<file path="src/rtl/sgram_map.svh">
`ifndef SGRAM_MAP_SVH
`define SGRAM_MAP_SVH

// ----------------------------------------
// timing, 50 MHz clock
// ----------------------------------------
`define CLK_NS 20
`define CYC_UP(ns) (((ns) + `CLK_NS - 1) / `CLK_NS)
`define T_RC_NS 100
`define T_RP_NS 34
`define T_RCD_NS 25
`define T_RRD_NS 25
`define T_RSA_NS 25
`define T_BWC_NS 25
`define T_RWL_NS 25
`define T_RAS_MIN_NS 65
`define T_RAS_MAX_NS 10000
`define T_RASC_NS 80000
`define T_PAUSE_US 100
`define RC_CYC `CYC_UP(`T_RC_NS)
`define RP_CYC `CYC_UP(`T_RP_NS)
`define RCD_CYC `CYC_UP(`T_RCD_NS)
`define RRD_CYC `CYC_UP(`T_RRD_NS)
`define RSA_CYC `CYC_UP(`T_RSA_NS)
`define BWC_CYC `CYC_UP(`T_BWC_NS)
`define RWL_CYC `CYC_UP(`T_RWL_NS)
`define RAS_MIN_CYC `CYC_UP(`T_RAS_MIN_NS)
`define RAS_MAX_CYC (`T_RAS_MAX_NS / `CLK_NS)
`define RASC_CYC (`T_RASC_NS / `CLK_NS)
`define PAUSE_CYC `CYC_UP(`T_PAUSE_US * 1000)
`define BWL_CYC (`RWL_CYC + 1)
`define SEC_CYC `RC_CYC
`define AGE_MARGIN 16
`define INIT_REFS 8

// ----------------------------------------
// address fields
// ----------------------------------------
`define MR_CL_LSB 4
`define MR_BL_LSB 0
`define SMR_COLOR_BIT 6
`define PRE_ALL_BIT 8
`define BANK_BIT 9
`define BL_FULL_CODE 3'h7
`define GUARD_W 13
`define CL_RESET 2'h1
`endif

</file>
<file path="src/rtl/sgram_pkg.sv">
`include "sgram_map.svh"
package sgram_pkg;
   typedef enum logic [2:0] {
      CMD_MRS = 3'h0, CMD_REF = 3'h1, CMD_PRE = 3'h2, CMD_ACT = 3'h3,
      CMD_WR = 3'h4, CMD_RD = 3'h5, CMD_BST = 3'h6, CMD_NOP = 3'h7
   } cmd_t;
   typedef enum logic [2:0] {
      ST_PAUSE = 3'h0, ST_MRS = 3'h1, ST_COLOR = 3'h3, ST_REF = 3'h2,
      ST_IDLE = 3'h6, ST_BURST = 3'h7, ST_SLEEP = 3'h4
   } ctl_state_t;

   function automatic cmd_t cmd_of(input logic cs_n, input logic [2:0] rcw_n);
      cmd_of = cs_n ? CMD_NOP : cmd_t'(rcw_n);
   endfunction

   function automatic logic [8:0] burst_words(input logic [2:0] code);
      burst_words = (code == `BL_FULL_CODE) ? 9'h100 : (9'h001 << code);
   endfunction
endpackage

</file>
<file path="src/rtl/sgram_if.sv">
`timescale 1ns/1ps
interface sgram_if #(parameter int DW = 16);
   logic cke;
   logic cs_n;
   logic ras_n;
   logic cas_n;
   logic we_n;
   logic special_function_select;
   logic [9:0] addr;
   logic [DW/8-1:0] dqm;
   logic [DW-1:0] dq_ctl;
   logic dq_ctl_oe;
   logic [DW-1:0] dq_dev;
   logic dq_dev_oe;
   // shared data bus level as seen on the board
   wire [DW-1:0] dq = dq_ctl_oe ? dq_ctl : dq_dev;

   modport dev(input cke, cs_n, ras_n, cas_n, we_n, special_function_select, addr, dqm, dq_ctl, dq_ctl_oe,
               output dq_dev, dq_dev_oe);
   modport ctl(output cke, cs_n, ras_n, cas_n, we_n, special_function_select, addr, dqm, dq_ctl, dq_ctl_oe,
               input dq_dev, dq_dev_oe);
endinterface

</file>
<file path="src/rtl/sgram_ctrl.sv">
`timescale 1ns/1ps
`include "sgram_map.svh"
module sgram_ctrl #(
   parameter int DW = 16,
   parameter int BL = 4,
   parameter logic [1:0] CL = 2'h3,
   parameter int PAUSE_CYCLES = `PAUSE_CYC
) (
   // clock and reset
   input wire logic CLK_IN,
   input wire logic RSTN_IN,
   // memory pins
   sgram_if.ctl MEM,
   // request
   input wire logic REQ_VALID_IN,
   input wire logic REQ_WRITE_IN,
   input wire logic REQ_BLOCK_IN,
   input wire logic REQ_BANK_IN,
   input wire logic [8:0] REQ_ROW_IN,
   input wire logic [7:0] REQ_COL_IN,
   output logic REQ_READY_OUT,
   // write data
   input wire logic [DW-1:0] WDATA_IN,
   input wire logic [DW/8-1:0] WMASK_IN,
   input wire logic [DW-1:0] COLOR_IN,
   output logic WDATA_TAKE_OUT,
   // read data
   output logic [DW-1:0] RDATA_OUT,
   output logic RDATA_VALID_OUT,
   // power
   input wire logic SLEEP_REQ_IN,
   output logic SLEEP_OUT,
   output logic INIT_DONE_OUT
);
   import sgram_pkg::*;
   localparam int GW = `GUARD_W;
   localparam int NB = DW / 8;
   localparam logic [2:0] BL_CODE = (BL == 256) ? `BL_FULL_CODE : 3'($clog2(BL));
   localparam logic [GW-1:0] AGE_LIMIT = GW'(((BL == 256) ? `RASC_CYC : `RAS_MAX_CYC) - `AGE_MARGIN);
   localparam logic [GW-1:0] V_RC = GW'(`RC_CYC);
   localparam logic [GW-1:0] V_RP = GW'(`RP_CYC);
   localparam logic [GW-1:0] V_RCD = GW'(`RCD_CYC);
   localparam logic [GW-1:0] V_RRD = GW'(`RRD_CYC);
   localparam logic [GW-1:0] V_RSA = GW'(`RSA_CYC);
   localparam logic [GW-1:0] V_BWC = GW'(`BWC_CYC);
   localparam logic [GW-1:0] V_RAS = GW'(`RAS_MIN_CYC);
   localparam logic [GW-1:0] V_BWL = GW'(`BWL_CYC);
   localparam logic [GW-1:0] V_SEC = GW'(`SEC_CYC);
   localparam logic [GW-1:0] V_RD_PRE = GW'(BL);
   localparam logic [GW-1:0] V_WR_PRE = GW'(BL - 1 + `RWL_CYC);
   localparam logic [GW-1:0] V_BURST = GW'(BL - 1);

   ctl_state_t state_r, state_nxt;
   logic [GW-1:0] cnt_r, cnt_nxt;
   logic [1:0] open_r;
   logic [8:0] row_r [2];
   logic [GW-1:0] age_r [2];
   cmd_t cmd_r, iss;
   logic [9:0] addr_r, iss_addr;
   logic dsf_r, iss_dsf;
   logic cke_r, cke_nxt;
   logic [NB-1:0] dqm_r, dqm_nxt;
   logic [DW-1:0] dq_r, dq_nxt;
   logic dq_oe_r, dq_oe_nxt;
   logic [DW-1:0] rdata_r;
   logic rvalid_r;
   logic ready, take;
   logic [1:0] act_ok, col_ok, pre_ok, aged;
   logic rrd_ok, any_ok;

   // ----------------------------------------
   // request decode
   // ----------------------------------------
   wire b = REQ_BANK_IN;
   wire hit = open_r[b] && (row_r[b] == REQ_ROW_IN);
   wire aged_bank = !aged[0];
   wire pre_all_ok = ((pre_ok | ~open_r) == 2'b11) && any_ok;
   wire wake = (state_r == ST_SLEEP) && !SLEEP_REQ_IN;
   wire ib = iss_addr[`BANK_BIT];
   wire ipa = iss_addr[`PRE_ALL_BIT];
   wire [9:0] mode_word = 10'((CL << `MR_CL_LSB) | (BL_CODE << `MR_BL_LSB));
   wire [9:0] color_word = 10'h001 << `SMR_COLOR_BIT;

   // ----------------------------------------
   // sequencer
   // ----------------------------------------
   always_comb begin
      state_nxt = state_r;
      cnt_nxt = cnt_r;
      iss = CMD_NOP;
      iss_addr = 10'h000;
      iss_dsf = 1'b0;
      cke_nxt = 1'b1;
      dq_nxt = '0;
      dq_oe_nxt = 1'b0;
      dqm_nxt = '1;
      ready = 1'b0;
      take = 1'b0;
      unique case (state_r)
         ST_PAUSE: begin
            cnt_nxt = cnt_r - GW'(1);
            if (cnt_r == '0) begin
               state_nxt = ST_MRS;
            end
         end
         ST_MRS: begin
            iss = CMD_MRS;
            iss_addr = mode_word;
            state_nxt = ST_COLOR;
         end
         ST_COLOR: begin
            iss = CMD_MRS;
            iss_dsf = 1'b1;
            iss_addr = color_word;
            dq_nxt = COLOR_IN;
            dq_oe_nxt = 1'b1;
            cnt_nxt = GW'(`INIT_REFS);
            state_nxt = ST_REF;
         end
         ST_REF: begin
            if (rrd_ok) begin
               iss = CMD_REF;
               cnt_nxt = cnt_r - GW'(1);
               if (cnt_r == GW'(1)) begin
                  state_nxt = ST_IDLE;
               end
            end
         end
         ST_IDLE: begin
            if (aged != 2'b00) begin
               if (pre_ok[aged_bank] && any_ok) begin
                  iss = CMD_PRE;
                  iss_addr = {aged_bank, 9'h000};
               end
            end else if (SLEEP_REQ_IN) begin
               if (open_r != 2'b00) begin
                  if (pre_all_ok) begin
                     iss = CMD_PRE;
                     iss_addr = 10'h001 << `PRE_ALL_BIT;
                  end
               end else if (act_ok == 2'b11 && any_ok) begin
                  iss = CMD_REF;
                  cke_nxt = 1'b0;
                  state_nxt = ST_SLEEP;
               end
            end else if (REQ_VALID_IN) begin
               if (hit) begin
                  // same row already open in the requested bank: column command at once
                  if (col_ok[b] && any_ok) begin
                     iss = REQ_WRITE_IN ? CMD_WR : CMD_RD;
                     iss_addr = {b, 1'b0, REQ_COL_IN};
                     iss_dsf = REQ_WRITE_IN && REQ_BLOCK_IN;
                     ready = 1'b1;
                     if (REQ_WRITE_IN) begin
                        dq_nxt = WDATA_IN;
                        dq_oe_nxt = 1'b1;
                        dqm_nxt = REQ_BLOCK_IN ? '0 : WMASK_IN;
                        take = 1'b1;
                        if (!REQ_BLOCK_IN && BL > 1) begin
                           cnt_nxt = V_BURST;
                           state_nxt = ST_BURST;
                        end
                     end
                  end
               end else if (open_r[b]) begin
                  if (pre_ok[b] && any_ok) begin
                     iss = CMD_PRE;
                     iss_addr = {b, 9'h000};
                  end
               end else if (act_ok[b] && rrd_ok && any_ok) begin
                  iss = CMD_ACT;
                  iss_addr = {b, REQ_ROW_IN};
               end
            end
         end
         ST_BURST: begin
            dq_nxt = WDATA_IN;
            dq_oe_nxt = 1'b1;
            dqm_nxt = WMASK_IN;
            take = 1'b1;
            cnt_nxt = cnt_r - GW'(1);
            if (cnt_r == GW'(1)) begin
               state_nxt = ST_IDLE;
            end
         end
         ST_SLEEP: begin
            cke_nxt = !wake;
            if (wake) begin
               state_nxt = ST_IDLE;
            end
         end
         default: begin
            state_nxt = ST_PAUSE;
         end
      endcase
   end

   // ----------------------------------------
   // interval guards
   // ----------------------------------------
   // counters other than u_col are shared between constraints; each keeps the longest spacing loaded into it
   generate
      for (genvar k = 0; k < 2; k++) begin : g_bank
         wire mine = (ib == 1'(k));
         wire act_k = (iss == CMD_ACT) && mine;
         wire pre_k = (iss == CMD_PRE) && (ipa || mine);
         wire col_k = ((iss == CMD_RD) || (iss == CMD_WR)) && mine;
         wire [GW-1:0] act_val = act_k ? V_RC : V_RP;
         wire [GW-1:0] pre_val = act_k ? V_RAS :
                                 (iss == CMD_RD) ? V_RD_PRE :
                                 iss_dsf ? V_BWL : V_WR_PRE;
         wire [GW-1:0] age_nxt = act_k ? '0 :
                                 (open_r[k] && age_r[k] != '1) ? age_r[k] + GW'(1) : age_r[k];
         sgram_guard #(.W(GW)) u_act (.CLK_IN(CLK_IN), .RSTN_IN(RSTN_IN), .LOAD_IN(act_k || pre_k),
                                      .VAL_IN(act_val), .OK_OUT(act_ok[k]));
         sgram_guard #(.W(GW)) u_col (.CLK_IN(CLK_IN), .RSTN_IN(RSTN_IN), .LOAD_IN(act_k),
                                      .VAL_IN(V_RCD), .OK_OUT(col_ok[k]));
         sgram_guard #(.W(GW)) u_pre (.CLK_IN(CLK_IN), .RSTN_IN(RSTN_IN), .LOAD_IN(act_k || col_k),
                                      .VAL_IN(pre_val), .OK_OUT(pre_ok[k]));
         assign aged[k] = open_r[k] && (age_r[k] >= AGE_LIMIT);
         always_ff @(posedge CLK_IN or negedge RSTN_IN) begin
            if (!RSTN_IN) begin
               open_r[k] <= 1'b0;
               row_r[k] <= 9'h000;
               age_r[k] <= '0;
            end else begin
               open_r[k] <= act_k ? 1'b1 : (pre_k ? 1'b0 : open_r[k]);
               row_r[k] <= act_k ? iss_addr[8:0] : row_r[k];
               age_r[k] <= age_nxt;
            end
         end
      end
   endgenerate

   wire rrd_ld = (iss == CMD_ACT) || (iss == CMD_REF) || (iss == CMD_MRS && !iss_dsf);
   wire [GW-1:0] rrd_val = (iss == CMD_ACT) ? V_RRD :
                           (iss == CMD_MRS) ? V_RSA : V_RC;
   wire any_ld = (iss == CMD_WR && iss_dsf) || wake;
   wire [GW-1:0] any_val = wake ? V_SEC : V_BWC;
   sgram_guard #(.W(GW)) u_rrd (.CLK_IN(CLK_IN), .RSTN_IN(RSTN_IN), .LOAD_IN(rrd_ld),
                                .VAL_IN(rrd_val), .OK_OUT(rrd_ok));
   sgram_guard #(.W(GW)) u_any (.CLK_IN(CLK_IN), .RSTN_IN(RSTN_IN), .LOAD_IN(any_ld),
                                .VAL_IN(any_val), .OK_OUT(any_ok));

   // ----------------------------------------
   // pin and data registers
   // ----------------------------------------
   always_ff @(posedge CLK_IN or negedge RSTN_IN) begin
      if (!RSTN_IN) begin
         state_r <= ST_PAUSE;
         cnt_r <= GW'(PAUSE_CYCLES - 1);
         cmd_r <= CMD_NOP;
         addr_r <= 10'h000;
         dsf_r <= 1'b0;
         cke_r <= 1'b1;
         dqm_r <= '1;
         dq_r <= '0;
         dq_oe_r <= 1'b0;
         rdata_r <= '0;
         rvalid_r <= 1'b0;
      end else begin
         state_r <= state_nxt;
         cnt_r <= cnt_nxt;
         cmd_r <= iss;
         addr_r <= iss_addr;
         dsf_r <= iss_dsf;
         cke_r <= cke_nxt;
         dqm_r <= dqm_nxt;
         dq_r <= dq_nxt;
         dq_oe_r <= dq_oe_nxt;
         rvalid_r <= MEM.dq_dev_oe;
         if (MEM.dq_dev_oe) begin
            rdata_r <= MEM.dq_dev;
         end
      end
   end

   assign MEM.cke = cke_r;
   assign MEM.cs_n = 1'b0;
   assign {MEM.ras_n, MEM.cas_n, MEM.we_n} = cmd_r;
   assign MEM.special_function_select = dsf_r;
   assign MEM.addr = addr_r;
   assign MEM.dqm = dqm_r;
   assign MEM.dq_ctl = dq_r;
   assign MEM.dq_ctl_oe = dq_oe_r;
   assign REQ_READY_OUT = ready;
   assign WDATA_TAKE_OUT = take;
   assign RDATA_OUT = rdata_r;
   assign RDATA_VALID_OUT = rvalid_r;
   assign SLEEP_OUT = (state_r == ST_SLEEP);
   assign INIT_DONE_OUT = (state_r == ST_IDLE) || (state_r == ST_BURST) || (state_r == ST_SLEEP);
endmodule

</file>
<file path="src/rtl/sgram_guard.sv">
`timescale 1ns/1ps
module sgram_guard #(parameter int W = 13) (
   // clock and reset
   input wire logic CLK_IN,
   input wire logic RSTN_IN,
   // load a spacing of VAL_IN cycles from this one
   input wire logic LOAD_IN,
   input wire logic [W-1:0] VAL_IN,
   // next command allowed
   output logic OK_OUT
);
   logic [W-1:0] rem_r;
   // a shorter new interval never cuts a longer one still running
   wire [W-1:0] dec = (rem_r != '0) ? rem_r - W'(1) : '0;
   wire [W-1:0] want = (VAL_IN != '0) ? VAL_IN - W'(1) : '0;
   wire [W-1:0] rem_nxt = (LOAD_IN && want > dec) ? want : dec;

   always_ff @(posedge CLK_IN or negedge RSTN_IN) begin
      if (!RSTN_IN) begin
         rem_r <= '0;
      end else begin
         rem_r <= rem_nxt;
      end
   end
   assign OK_OUT = (rem_r == '0);
endmodule

</file>
<file path="src/flat_wrapper.sv">
// flat-port wrapper written by rule: the top's interface ports become plain ports
module sgram_ctrl_flat import sgram_pkg::*;
#(
   parameter int DW = 16,
   parameter int BL = 4,
   parameter logic [1:0] CL = 2'h3,
   parameter int PAUSE_CYCLES = `PAUSE_CYC
)
  (CLK_IN, RSTN_IN, REQ_VALID_IN, REQ_WRITE_IN, REQ_BLOCK_IN, REQ_BANK_IN, REQ_ROW_IN, REQ_COL_IN, REQ_READY_OUT, WDATA_IN, WMASK_IN, COLOR_IN, WDATA_TAKE_OUT, RDATA_OUT, RDATA_VALID_OUT, SLEEP_REQ_IN, SLEEP_OUT, INIT_DONE_OUT, MEM_cke, MEM_cs_n, MEM_ras_n, MEM_cas_n, MEM_we_n, MEM_special_function_select, MEM_addr, MEM_dqm, MEM_dq_ctl, MEM_dq_ctl_oe, MEM_dq_dev, MEM_dq_dev_oe);
  sgram_if #(.DW(DW)) MEM_i ();
  input wire logic CLK_IN;
  input wire logic RSTN_IN;
  input wire logic REQ_VALID_IN;
  input wire logic REQ_WRITE_IN;
  input wire logic REQ_BLOCK_IN;
  input wire logic REQ_BANK_IN;
  input wire logic [8:0] REQ_ROW_IN;
  input wire logic [7:0] REQ_COL_IN;
  output logic REQ_READY_OUT;
  input wire logic [DW-1:0] WDATA_IN;
  input wire logic [DW/8-1:0] WMASK_IN;
  input wire logic [DW-1:0] COLOR_IN;
  output logic WDATA_TAKE_OUT;
  output logic [DW-1:0] RDATA_OUT;
  output logic RDATA_VALID_OUT;
  input wire logic SLEEP_REQ_IN;
  output logic SLEEP_OUT;
  output logic INIT_DONE_OUT;
  output wire logic [$bits(MEM_i.cke)-1:0] MEM_cke;
  output wire logic [$bits(MEM_i.cs_n)-1:0] MEM_cs_n;
  output wire logic [$bits(MEM_i.ras_n)-1:0] MEM_ras_n;
  output wire logic [$bits(MEM_i.cas_n)-1:0] MEM_cas_n;
  output wire logic [$bits(MEM_i.we_n)-1:0] MEM_we_n;
  output wire logic [$bits(MEM_i.special_function_select)-1:0] MEM_special_function_select;
  output wire logic [$bits(MEM_i.addr)-1:0] MEM_addr;
  output wire logic [$bits(MEM_i.dqm)-1:0] MEM_dqm;
  output wire logic [$bits(MEM_i.dq_ctl)-1:0] MEM_dq_ctl;
  output wire logic [$bits(MEM_i.dq_ctl_oe)-1:0] MEM_dq_ctl_oe;
  input wire logic [$bits(MEM_i.dq_dev)-1:0] MEM_dq_dev;
  input wire logic [$bits(MEM_i.dq_dev_oe)-1:0] MEM_dq_dev_oe;
  assign MEM_cke = MEM_i.cke;
  assign MEM_cs_n = MEM_i.cs_n;
  assign MEM_ras_n = MEM_i.ras_n;
  assign MEM_cas_n = MEM_i.cas_n;
  assign MEM_we_n = MEM_i.we_n;
  assign MEM_special_function_select = MEM_i.special_function_select;
  assign MEM_addr = MEM_i.addr;
  assign MEM_dqm = MEM_i.dqm;
  assign MEM_dq_ctl = MEM_i.dq_ctl;
  assign MEM_dq_ctl_oe = MEM_i.dq_ctl_oe;
  assign MEM_i.dq_dev = MEM_dq_dev;
  assign MEM_i.dq_dev_oe = MEM_dq_dev_oe;
  sgram_ctrl #(.DW(DW), .BL(BL), .CL(CL), .PAUSE_CYCLES(PAUSE_CYCLES)) u_core (.CLK_IN(CLK_IN), .RSTN_IN(RSTN_IN), .MEM(MEM_i), .REQ_VALID_IN(REQ_VALID_IN), .REQ_WRITE_IN(REQ_WRITE_IN), .REQ_BLOCK_IN(REQ_BLOCK_IN), .REQ_BANK_IN(REQ_BANK_IN), .REQ_ROW_IN(REQ_ROW_IN), .REQ_COL_IN(REQ_COL_IN), .REQ_READY_OUT(REQ_READY_OUT), .WDATA_IN(WDATA_IN), .WMASK_IN(WMASK_IN), .COLOR_IN(COLOR_IN), .WDATA_TAKE_OUT(WDATA_TAKE_OUT), .RDATA_OUT(RDATA_OUT), .RDATA_VALID_OUT(RDATA_VALID_OUT), .SLEEP_REQ_IN(SLEEP_REQ_IN), .SLEEP_OUT(SLEEP_OUT), .INIT_DONE_OUT(INIT_DONE_OUT));
endmodule
</file>
<file path="config.mk">
export PLATFORM = sky130hd
export DESIGN_NAME = sgram_ctrl_flat
export DESIGN_NICKNAME = d
export VERILOG_FILES = /design/src/rtl/sgram_pkg.sv /design/src/rtl/sgram_if.sv /design/src/rtl/sgram_ctrl.sv /design/src/rtl/sgram_guard.sv /design/src/flat_wrapper.sv
export VERILOG_INCLUDE_DIRS = /design/src /design/src/rtl
export SDC_FILE = /design/constraint.sdc
export NUM_CORES = 1
export LEC_CHECK = 0
export ABC_AREA = 1
export ABC_CLOCK_PERIOD_IN_PS = 5600
export BUFFER_PORTS_ARGS = -buffer_cell sky130_fd_sc_hd__buf_2
export CAP_MARGIN = 20
export CORE_MARGIN = 2
export CORE_UTILIZATION = 60
export DETAILED_ROUTE_END_ITERATION = 16
export HOLD_SLACK_MARGIN = 0.02
export PLACE_DENSITY = 0.81
export SYNTH_ARGS = -nofsm -noshare
export SYNTH_HDL_FRONTEND = slang
export SYNTH_SLANG_ARGS = --single-unit
</file>
<file path="constraint.sdc">
create_clock -name CLK_IN -period 5.6 [get_ports CLK_IN]
set_input_delay 0.28 -clock CLK_IN [delete_from_list [all_inputs] [get_ports CLK_IN]]
set_output_delay 0.28 -clock CLK_IN [all_outputs]
set_load 0.01 [all_outputs]
</file>
==> impl_metrics.yaml, run 1 <==
logic_synthesis:
  syn_inst: 1743
  synthDistinctLibCells: 53
  synth_seq_area_share_pct: 41.6
  async_flop_share_pct: 100
  synth_warnings: 0
  syn_area_per_cell_um2: 7.52
  synth_area_mm2: 0.0131
  synth_edf_count: 0
  synth-seq-cells: 217
  synthFlopType: "dfrtp_1"
cts:
  clk_latency_ns: 0.52
  ctsHoldBuffers: 50
  cts-resized-gates: 0
  root_buffer: "clkbuf_16"
  tritoncts: "yes"
  post_cts_buffers: 0
  clk_pin_slew_worst_paths_ns: 0.06
  cts_sinks: 217
  htreeDepth: 1
  numCtsBuffers: 24
  cts.path.max_buffers: 3
min_path:
  hold_class: "input port to register"
  min_from: "REQ_COL_IN[2]"
sta:
  rsz0062_at_grt: "no"
  tns_ns: 0
  max_slew.worst_pin.slew_ns: 0.771
  period_needed_ns: 4.69
  fin_crit_sh_pct: 83.8
  hold_violations: 0
  finClkSkew_ns: 0.00801
  slew_headroom_pct: 48.6
  clock.fmax_ghz: 0.213
  maxSlewViolCount: 0
  setup_violations: 0
floorplanning:
  fp.coreArea_mm2: 0.0216
  ios: 131
  die_h_um: 152
  start_util_pct: 60.6
  dieArea_mm2: 0.0230
  rows: 54
  die_x_um: 152
layout:
  final_cell_mix: "nand2_1, nor2_1, inv_1, dfrtp_1, buf_2"
  final_common_cell: "nand2_1"
  syn_to_final_growth_pct: 18.1
  drive_gt1_share_pct: 13.8
  stdcell_count: 2245
  fin_nets: 2091
  antenna_cells: 0
critical_path:
  worstPathRequired_ns: 6.00
  reg2regPathDepth: 25
  reg2reg_to: "u_core.g_bank[1].u_pre.rem_r[12]$_DFF_PN0_"
  crit_arrival_ns: 5.09
  worst_path_dominant_cell_family: "simple AND/OR/NAND/NOR gates"
  crit_path_start_kind: "register"
  crit_top_cell: "nand2_1"
  startpoint: "u_core.g_bank[0].u_pre.rem_r[8]$_DFF_PN0_"
  path_max_fanout: 12
  timing.rr.start: "u_core.g_bank[0].u_pre.rem_r[8]$_DFF_PN0_"
  crit_end: "u_core.g_bank[1].u_pre.rem_r[12]$_DFF_PN0_"
  cp_num_buf_inv: 2
  crit_cells: 25
  slowest_delay_ns: 0.52
  criticalPathCategory: "register to register"
  r2r_slack_ns: 0.91
  endpoint_kind: "register"
  cp_slowest_cell: "or4_1"
detailed_routing:
  via_per_inst: 5.34
  wl_per_cell_um: 14.2
  routed_wl_mm: 31.8
  detail-route-antenna-nets: 0
  drt_iter0_drc: 660
  via_count: 12000
  drtPass1Iterations: 5
  drc: 0
grt:
  antenna_found_initial: 0
  grt_start_max_net_pins: 100
  overflow: 0
  grt_pass1_vias: 11800
  grt.total_usage_pct: 27.5
  grt_first_pass_wirelength_mm: 53.8
pwr:
  p_per_area_mw_per_mm2: 432
  vdd_drop_max_uv: 342
  p_leak_nw: 8.21
job:
  maxCapViolCount: 0
placement:
  dp_cells: 2151
  routabilityCongestion: 0.920
  dpl.hpwl_mm: 22.3
  port_buffers: 129
outcome:
  outcome: "completed"
## metrics by stage
stage	setup slack [ns]	util (%)	cell area, um2	power (mW)	hold WS [ns]
final	0.909	71.6	15500	6.68	0.0408
after global routing	0.430	71.6	15500	7.20	0.0270
after CTS	0.892	71.6	15500	6.67	0.0236
after detailed placement	0.909	65.0	14100	4.75	0.360
after global placement	0.991	65.0	14100	4.66	0.358
after floorplan	1.61	-	13200	4.13	-0.0156
## sequential cells by signal (all words and copies together), names as in the netlist, 3 cells and up
| register | cells |
|---|---|
| u_core.u_any.rem_r | 13 |
| u_core.MEM.addr | 10 |
| u_core.RDATA_OUT | 16 |
| u_core.state_r | 3 |
| u_core.cnt_r | 13 |
| u_core.row_r | 18 |
| u_core.cmd_r | 3 |
| u_core.g_bank.u_act.rem_r | 26 |
| u_core.g_bank.u_pre.rem_r | 26 |
| u_core.MEM.dq_ctl | 16 |
| u_core.age_r | 26 |
| u_core.g_bank.u_col.rem_r | 26 |
| u_core.u_rrd.rem_r | 13 |
## routing by layer
metal	GRT usage, %	part of all wire (%)
met2	48.0	49
met5	0	0
met3	4.65	6.1
met4	8.59	2.6
met1	34.9	43
## worst min-delay path, cell delays in order
cell and delay, ns:
buf_2 0.10, inv_1 0.04, o22ai_1 0.08
## layout make-up
type                       count  area, um2
clock inverter                18        295
clock buffer                  26        628
inverter                     260        978
fill                        1672       6140
multi-input combinational   1259       6580
timing repair buffer         185       1200
sequential                   217       5450
tap                          280        350
## cells in the mapped netlist (4+ instances only)
| library cell | n | area share (%) |
|---|---|---|
| or2_0 | 4 | 0.19 |
| a31oi_1 | 4 | 0.19 |
| xor2_1 | 29 | 1.9 |
| clkbuf_1 | 7 | 0.20 |
| buf_4 | 4 | 0.23 |
| nor3_1 | 50 | 1.9 |
| ha_1 | 69 | 6.6 |
| nand2_1 | 369 | 11 |
| inv_2 | 12 | 0.34 |
| a21oi_1 | 47 | 1.8 |
| inv_1 | 247 | 7.1 |
| buf_6 | 6 | 0.52 |
| a21o_1 | 5 | 0.29 |
| nor2_1 | 288 | 8.2 |
| nand3_1 | 111 | 4.2 |
| a211oi_1 | 4 | 0.23 |
| nand4_1 | 23 | 1.1 |
| buf_2 | 10 | 0.38 |
| a22o_1 | 16 | 1.1 |
| nor3b_1 | 6 | 0.34 |
| o31ai_1 | 6 | 0.34 |
| o21ai_0 | 71 | 2.7 |
| dfrtp_1 | 204 | 39 |
| xnor2_1 | 15 | 1.0 |
| dfstp_2 | 13 | 2.6 |
| nor4_1 | 10 | 0.48 |
| nand2_2 | 9 | 0.43 |
| nor2_2 | 11 | 0.53 |
| or2_2 | 20 | 0.95 |
| o22ai_1 | 5 | 0.24 |
| mux2_2 | 16 | 1.4 |
| o21ai_1 | 18 | 0.69 |
## cells by family (layout without fill, tap and decap cells)
family	Yosys count	count (layout)	synth area share, %
adders and majority gates	69	69	6.59
AOI/OAI and AO/OA	190	190	8.50
xor gates and xnor gates	44	44	2.94
buffers and inverters	288	489	8.83
muxes	16	16	1.37
other	1	22	0.0286
and+or+nand+nor	918	918	30.2
DFF	217	217	41.6
## where the power goes
part	leakage (nW)	total [mW]	switching, mW	internal, mW
combinational	5.13	2.57	1.62	0.946
clock	0.444	1.81	0.665	1.14
sequential	2.63	2.31	0.306	2.00
total	8.21	6.68	2.59	4.09
## worst min path at each step
| stage | slack [ns] | depth (start not counted) | to |
|---|---|---|---|
| 2_1_floorplan | -0.02 | 0 | u_core.MEM.addr[0]$_DFF_PN0_ |
| 3_3_place_gp | 0.36 | 1 | u_core.RDATA_OUT[0]$_DFFE_PN0P_ |
| 3_5_place_dp | 0.36 | 1 | u_core.RDATA_OUT[0]$_DFFE_PN0P_ |
| 4_1_cts | 0.02 | 3 | u_core.MEM.addr[2]$_DFF_PN0_ |
| 5_1_grt | 0.03 | 3 | u_core.MEM.addr[1]$_DFF_PN0_ |
| 6_report | 0.04 | 3 | u_core.MEM.addr[2]$_DFF_PN0_ |
(Power assumes the default switching activity.)
==> run 2, diff against run 1 <==
ABC_CLOCK_PERIOD_IN_PS = 4340   (was 5600)
clock period = 4.34 ns   (was 5.6 ns; I/O delays follow)
==> impl_metrics.yaml, run 2 (synthesis gave the netlist of run 1 again) <==
outcome:
  outcome: "completed"
detailed_routing:
  via_count: 12200
  via_per_inst: 5.31
  routed_wl_mm: 33.7
  wl_per_cell_um: 14.7
  detail-route-antenna-nets: 0
  drt_iter0_drc: 793
  drtPass1Iterations: 5
  drc: 0
sta:
  fin_hold_ws_ns: 0.0352
  maxSlewViolCount: 0
  slew_headroom_pct: 29.8
  finClkSkew_ns: 0.0242
  fin_crit_sh_pct: 95.9
  period_needed_ns: 4.16
  setup_violations: 0
  hold_violations: 0
  clock.fmax_ghz: 0.240
  max_slew.worst_pin.slew_ns: 1.05
cts:
  numCtsBuffers: 24
  cts_sinks: 217
  htreeDepth: 1
  clk_pin_slew_worst_paths_ns: 0.07
  root_buffer: "clkbuf_16"
  tritoncts: "yes"
  cts.path.max_buffers: 3
  clk_latency_ns: 0.53
layout:
  syn_to_final_growth_pct: 22.0
  drive_gt1_share_pct: 17.4
  final_cell_mix: "nand2_1, nor2_1, inv_1, dfrtp_1, buf_2"
  final_common_cell: "nand2_1"
  nFillCells: 1577
  fin_nets: 2135
pwr:
  p_leak_nw: 8.42
  p_total_mw: 8.81
  vdd_drop_max_uv: 467
  p_per_area_mw_per_mm2: 551
critical_path:
  cp_num_buf_inv: 5
  slowest_delay_ns: 0.52
  path_max_fanout: 13
  r2r_slack_ns: 0.18
  timing.rr.start: "u_core.u_any.rem_r[0]$_DFF_PN0_"
  worstPathRequired_ns: 4.74
  path_cells: "inv_2, ha_1, nand2_2, nor3_1, nand4_1, nand2_2, inv_1, nand2_1, nand2_1, nor2_1, nand2_2, buf_4, nand2_1, ha_2, inv_1, ha_1, nand2_1, or4_1, o31ai_1, nor2_1, nand2_4, inv_4, nand2_2, o21ai_0"
  reg2regPathDepth: 24
  criticalPathCategory: "register to register"
  endpoint_kind: "register"
  reg2reg_to: "u_core.g_bank[0].u_pre.rem_r[4]$_DFF_PN0_"
  crit_arrival_ns: 4.56
  crit_path_start_kind: "register"
  worst_path_dominant_cell_family: "simple AND/OR/NAND/NOR gates"
  cp_slowest_cell: "or4_1"
  startpoint: "u_core.u_any.rem_r[0]$_DFF_PN0_"
min_path:
  worstHoldEndpoint: "u_core.MEM.addr[4]$_DFF_PN0_"
  worst_hold_path.num_cells: 3
  hold_class: "input port to register"
  min_from: "REQ_COL_IN[4]"
placement:
  dpl.hpwl_mm: 22.8
  port_buffers: 129
  routabilityCongestion: 0.937
job:
  maxCapViolCount: 0
floorplanning:
  rows: 54
  die_x_um: 152
  die_h_um: 152
  start_util_pct: 60.6
  ios: 131
  dieArea_mm2: 0.0230
  fp.coreArea_mm2: 0.0216
grt:
  overflow: 0
  grt.total_usage_pct: 28.3
  grt_start_max_net_pins: 140
  grt_pass1_vias: 12000
  grt_first_pass_wirelength_mm: 54.9
  antenna_found_initial: 1
==> run 2: cell count changes in the layout (fill, tap and decap cells not counted), sizes merged <==
cell and change:
buf +33, bufinv -2, clkbuf +5, clkinv -3, clkinvlp -1, diode +1
dlygate4sd3 +10, inv +1
==> run 2: layout make-up <==
| cell class | count | area [um2] | share of cell area [%] |
|---|---|---|---|
| inverter | 260 | 993 | 6.21 |
| multi-input combinational | 1259 | 6730 | 42.1 |
| timing repair inverter | 1 | 6.26 | 0.0391 |
| timing repair buffer | 228 | 1580 | 9.86 |
| clock inverter | 12 | 190 | 1.19 |
| sequential | 217 | 5450 | 34.1 |
| tap | 280 | 350 | 2.19 |
| antenna | 1 | 2.50 | 0.0156 |
| clock buffer | 31 | 698 | 4.37 |
==> run 2: worst max-delay path by stage <==
stage                                                            end  slack, ns  cells past startpoint
after floorplan            u_core.g_bank[1].u_pre.rem_r[0]$_DFF_PN0_       0.35                     28
after global placement    u_core.g_bank[1].u_pre.rem_r[12]$_DFF_PN0_       0.23                     23
after detailed placement  u_core.g_bank[1].u_pre.rem_r[12]$_DFF_PN0_       0.16                     24
after CTS                 u_core.g_bank[1].u_pre.rem_r[10]$_DFF_PN0_       0.10                     24
after global routing       u_core.g_bank[1].u_pre.rem_r[4]$_DFF_PN0_      -0.09                     29
final                      u_core.g_bank[0].u_pre.rem_r[4]$_DFF_PN0_       0.18                     24
==> run 2: report_power, final <==
part	leakage, nW	internal [mW]	switching [mW]	total [mW]
registers	2.63	2.59	0.413	3.00
logic	5.35	1.32	2.21	3.54
clock network	0.436	1.43	0.844	2.27
total	8.42	5.34	3.47	8.81
==> run 2: per-layer routing <==
| metal | global-route usage [%] | wire length, um | vias up |
|---|---|---|---|
| li1 | - | - | 6052 |
| met1 | 34.9 | 13900 | 5663 |
| met2 | 51.0 | 16800 | 373 |
| met3 | 4.25 | 1870 | 77 |
| met4 | 9.03 | 1070 | 0 |
| met5 | 0 | 0 | - |
==> run 2: what timing repair did <==
action | CTS | global route
hold buffers | 60 | 0
hold endpoints to repair | 166 | 0
setup buffers | 0 | 22
gates resized for setup | 0 | 66
setup endpoints to repair | 0 | 27
==> run 2: tightest hold or removal path: stages <==
cell and delay, ns:
buf_2 0.09, a221oi_1 0.11, inv_1 0.10
==> run 2: stage by stage <==
step                      cells  instance area (um2)  worst slack (ns)  utilization [%]  TNS, ns
after floorplan            1764                13200             0.346                -        0
after global placement     2161                14100             0.230             65.4        0
after detailed placement   2161                14100             0.161             65.4        0
after CTS                  2264                15600             0.101             72.3        0
after global routing       2289                16000           -0.0904             74.0    -1.13
final                      2289                16000             0.180             74.0        0
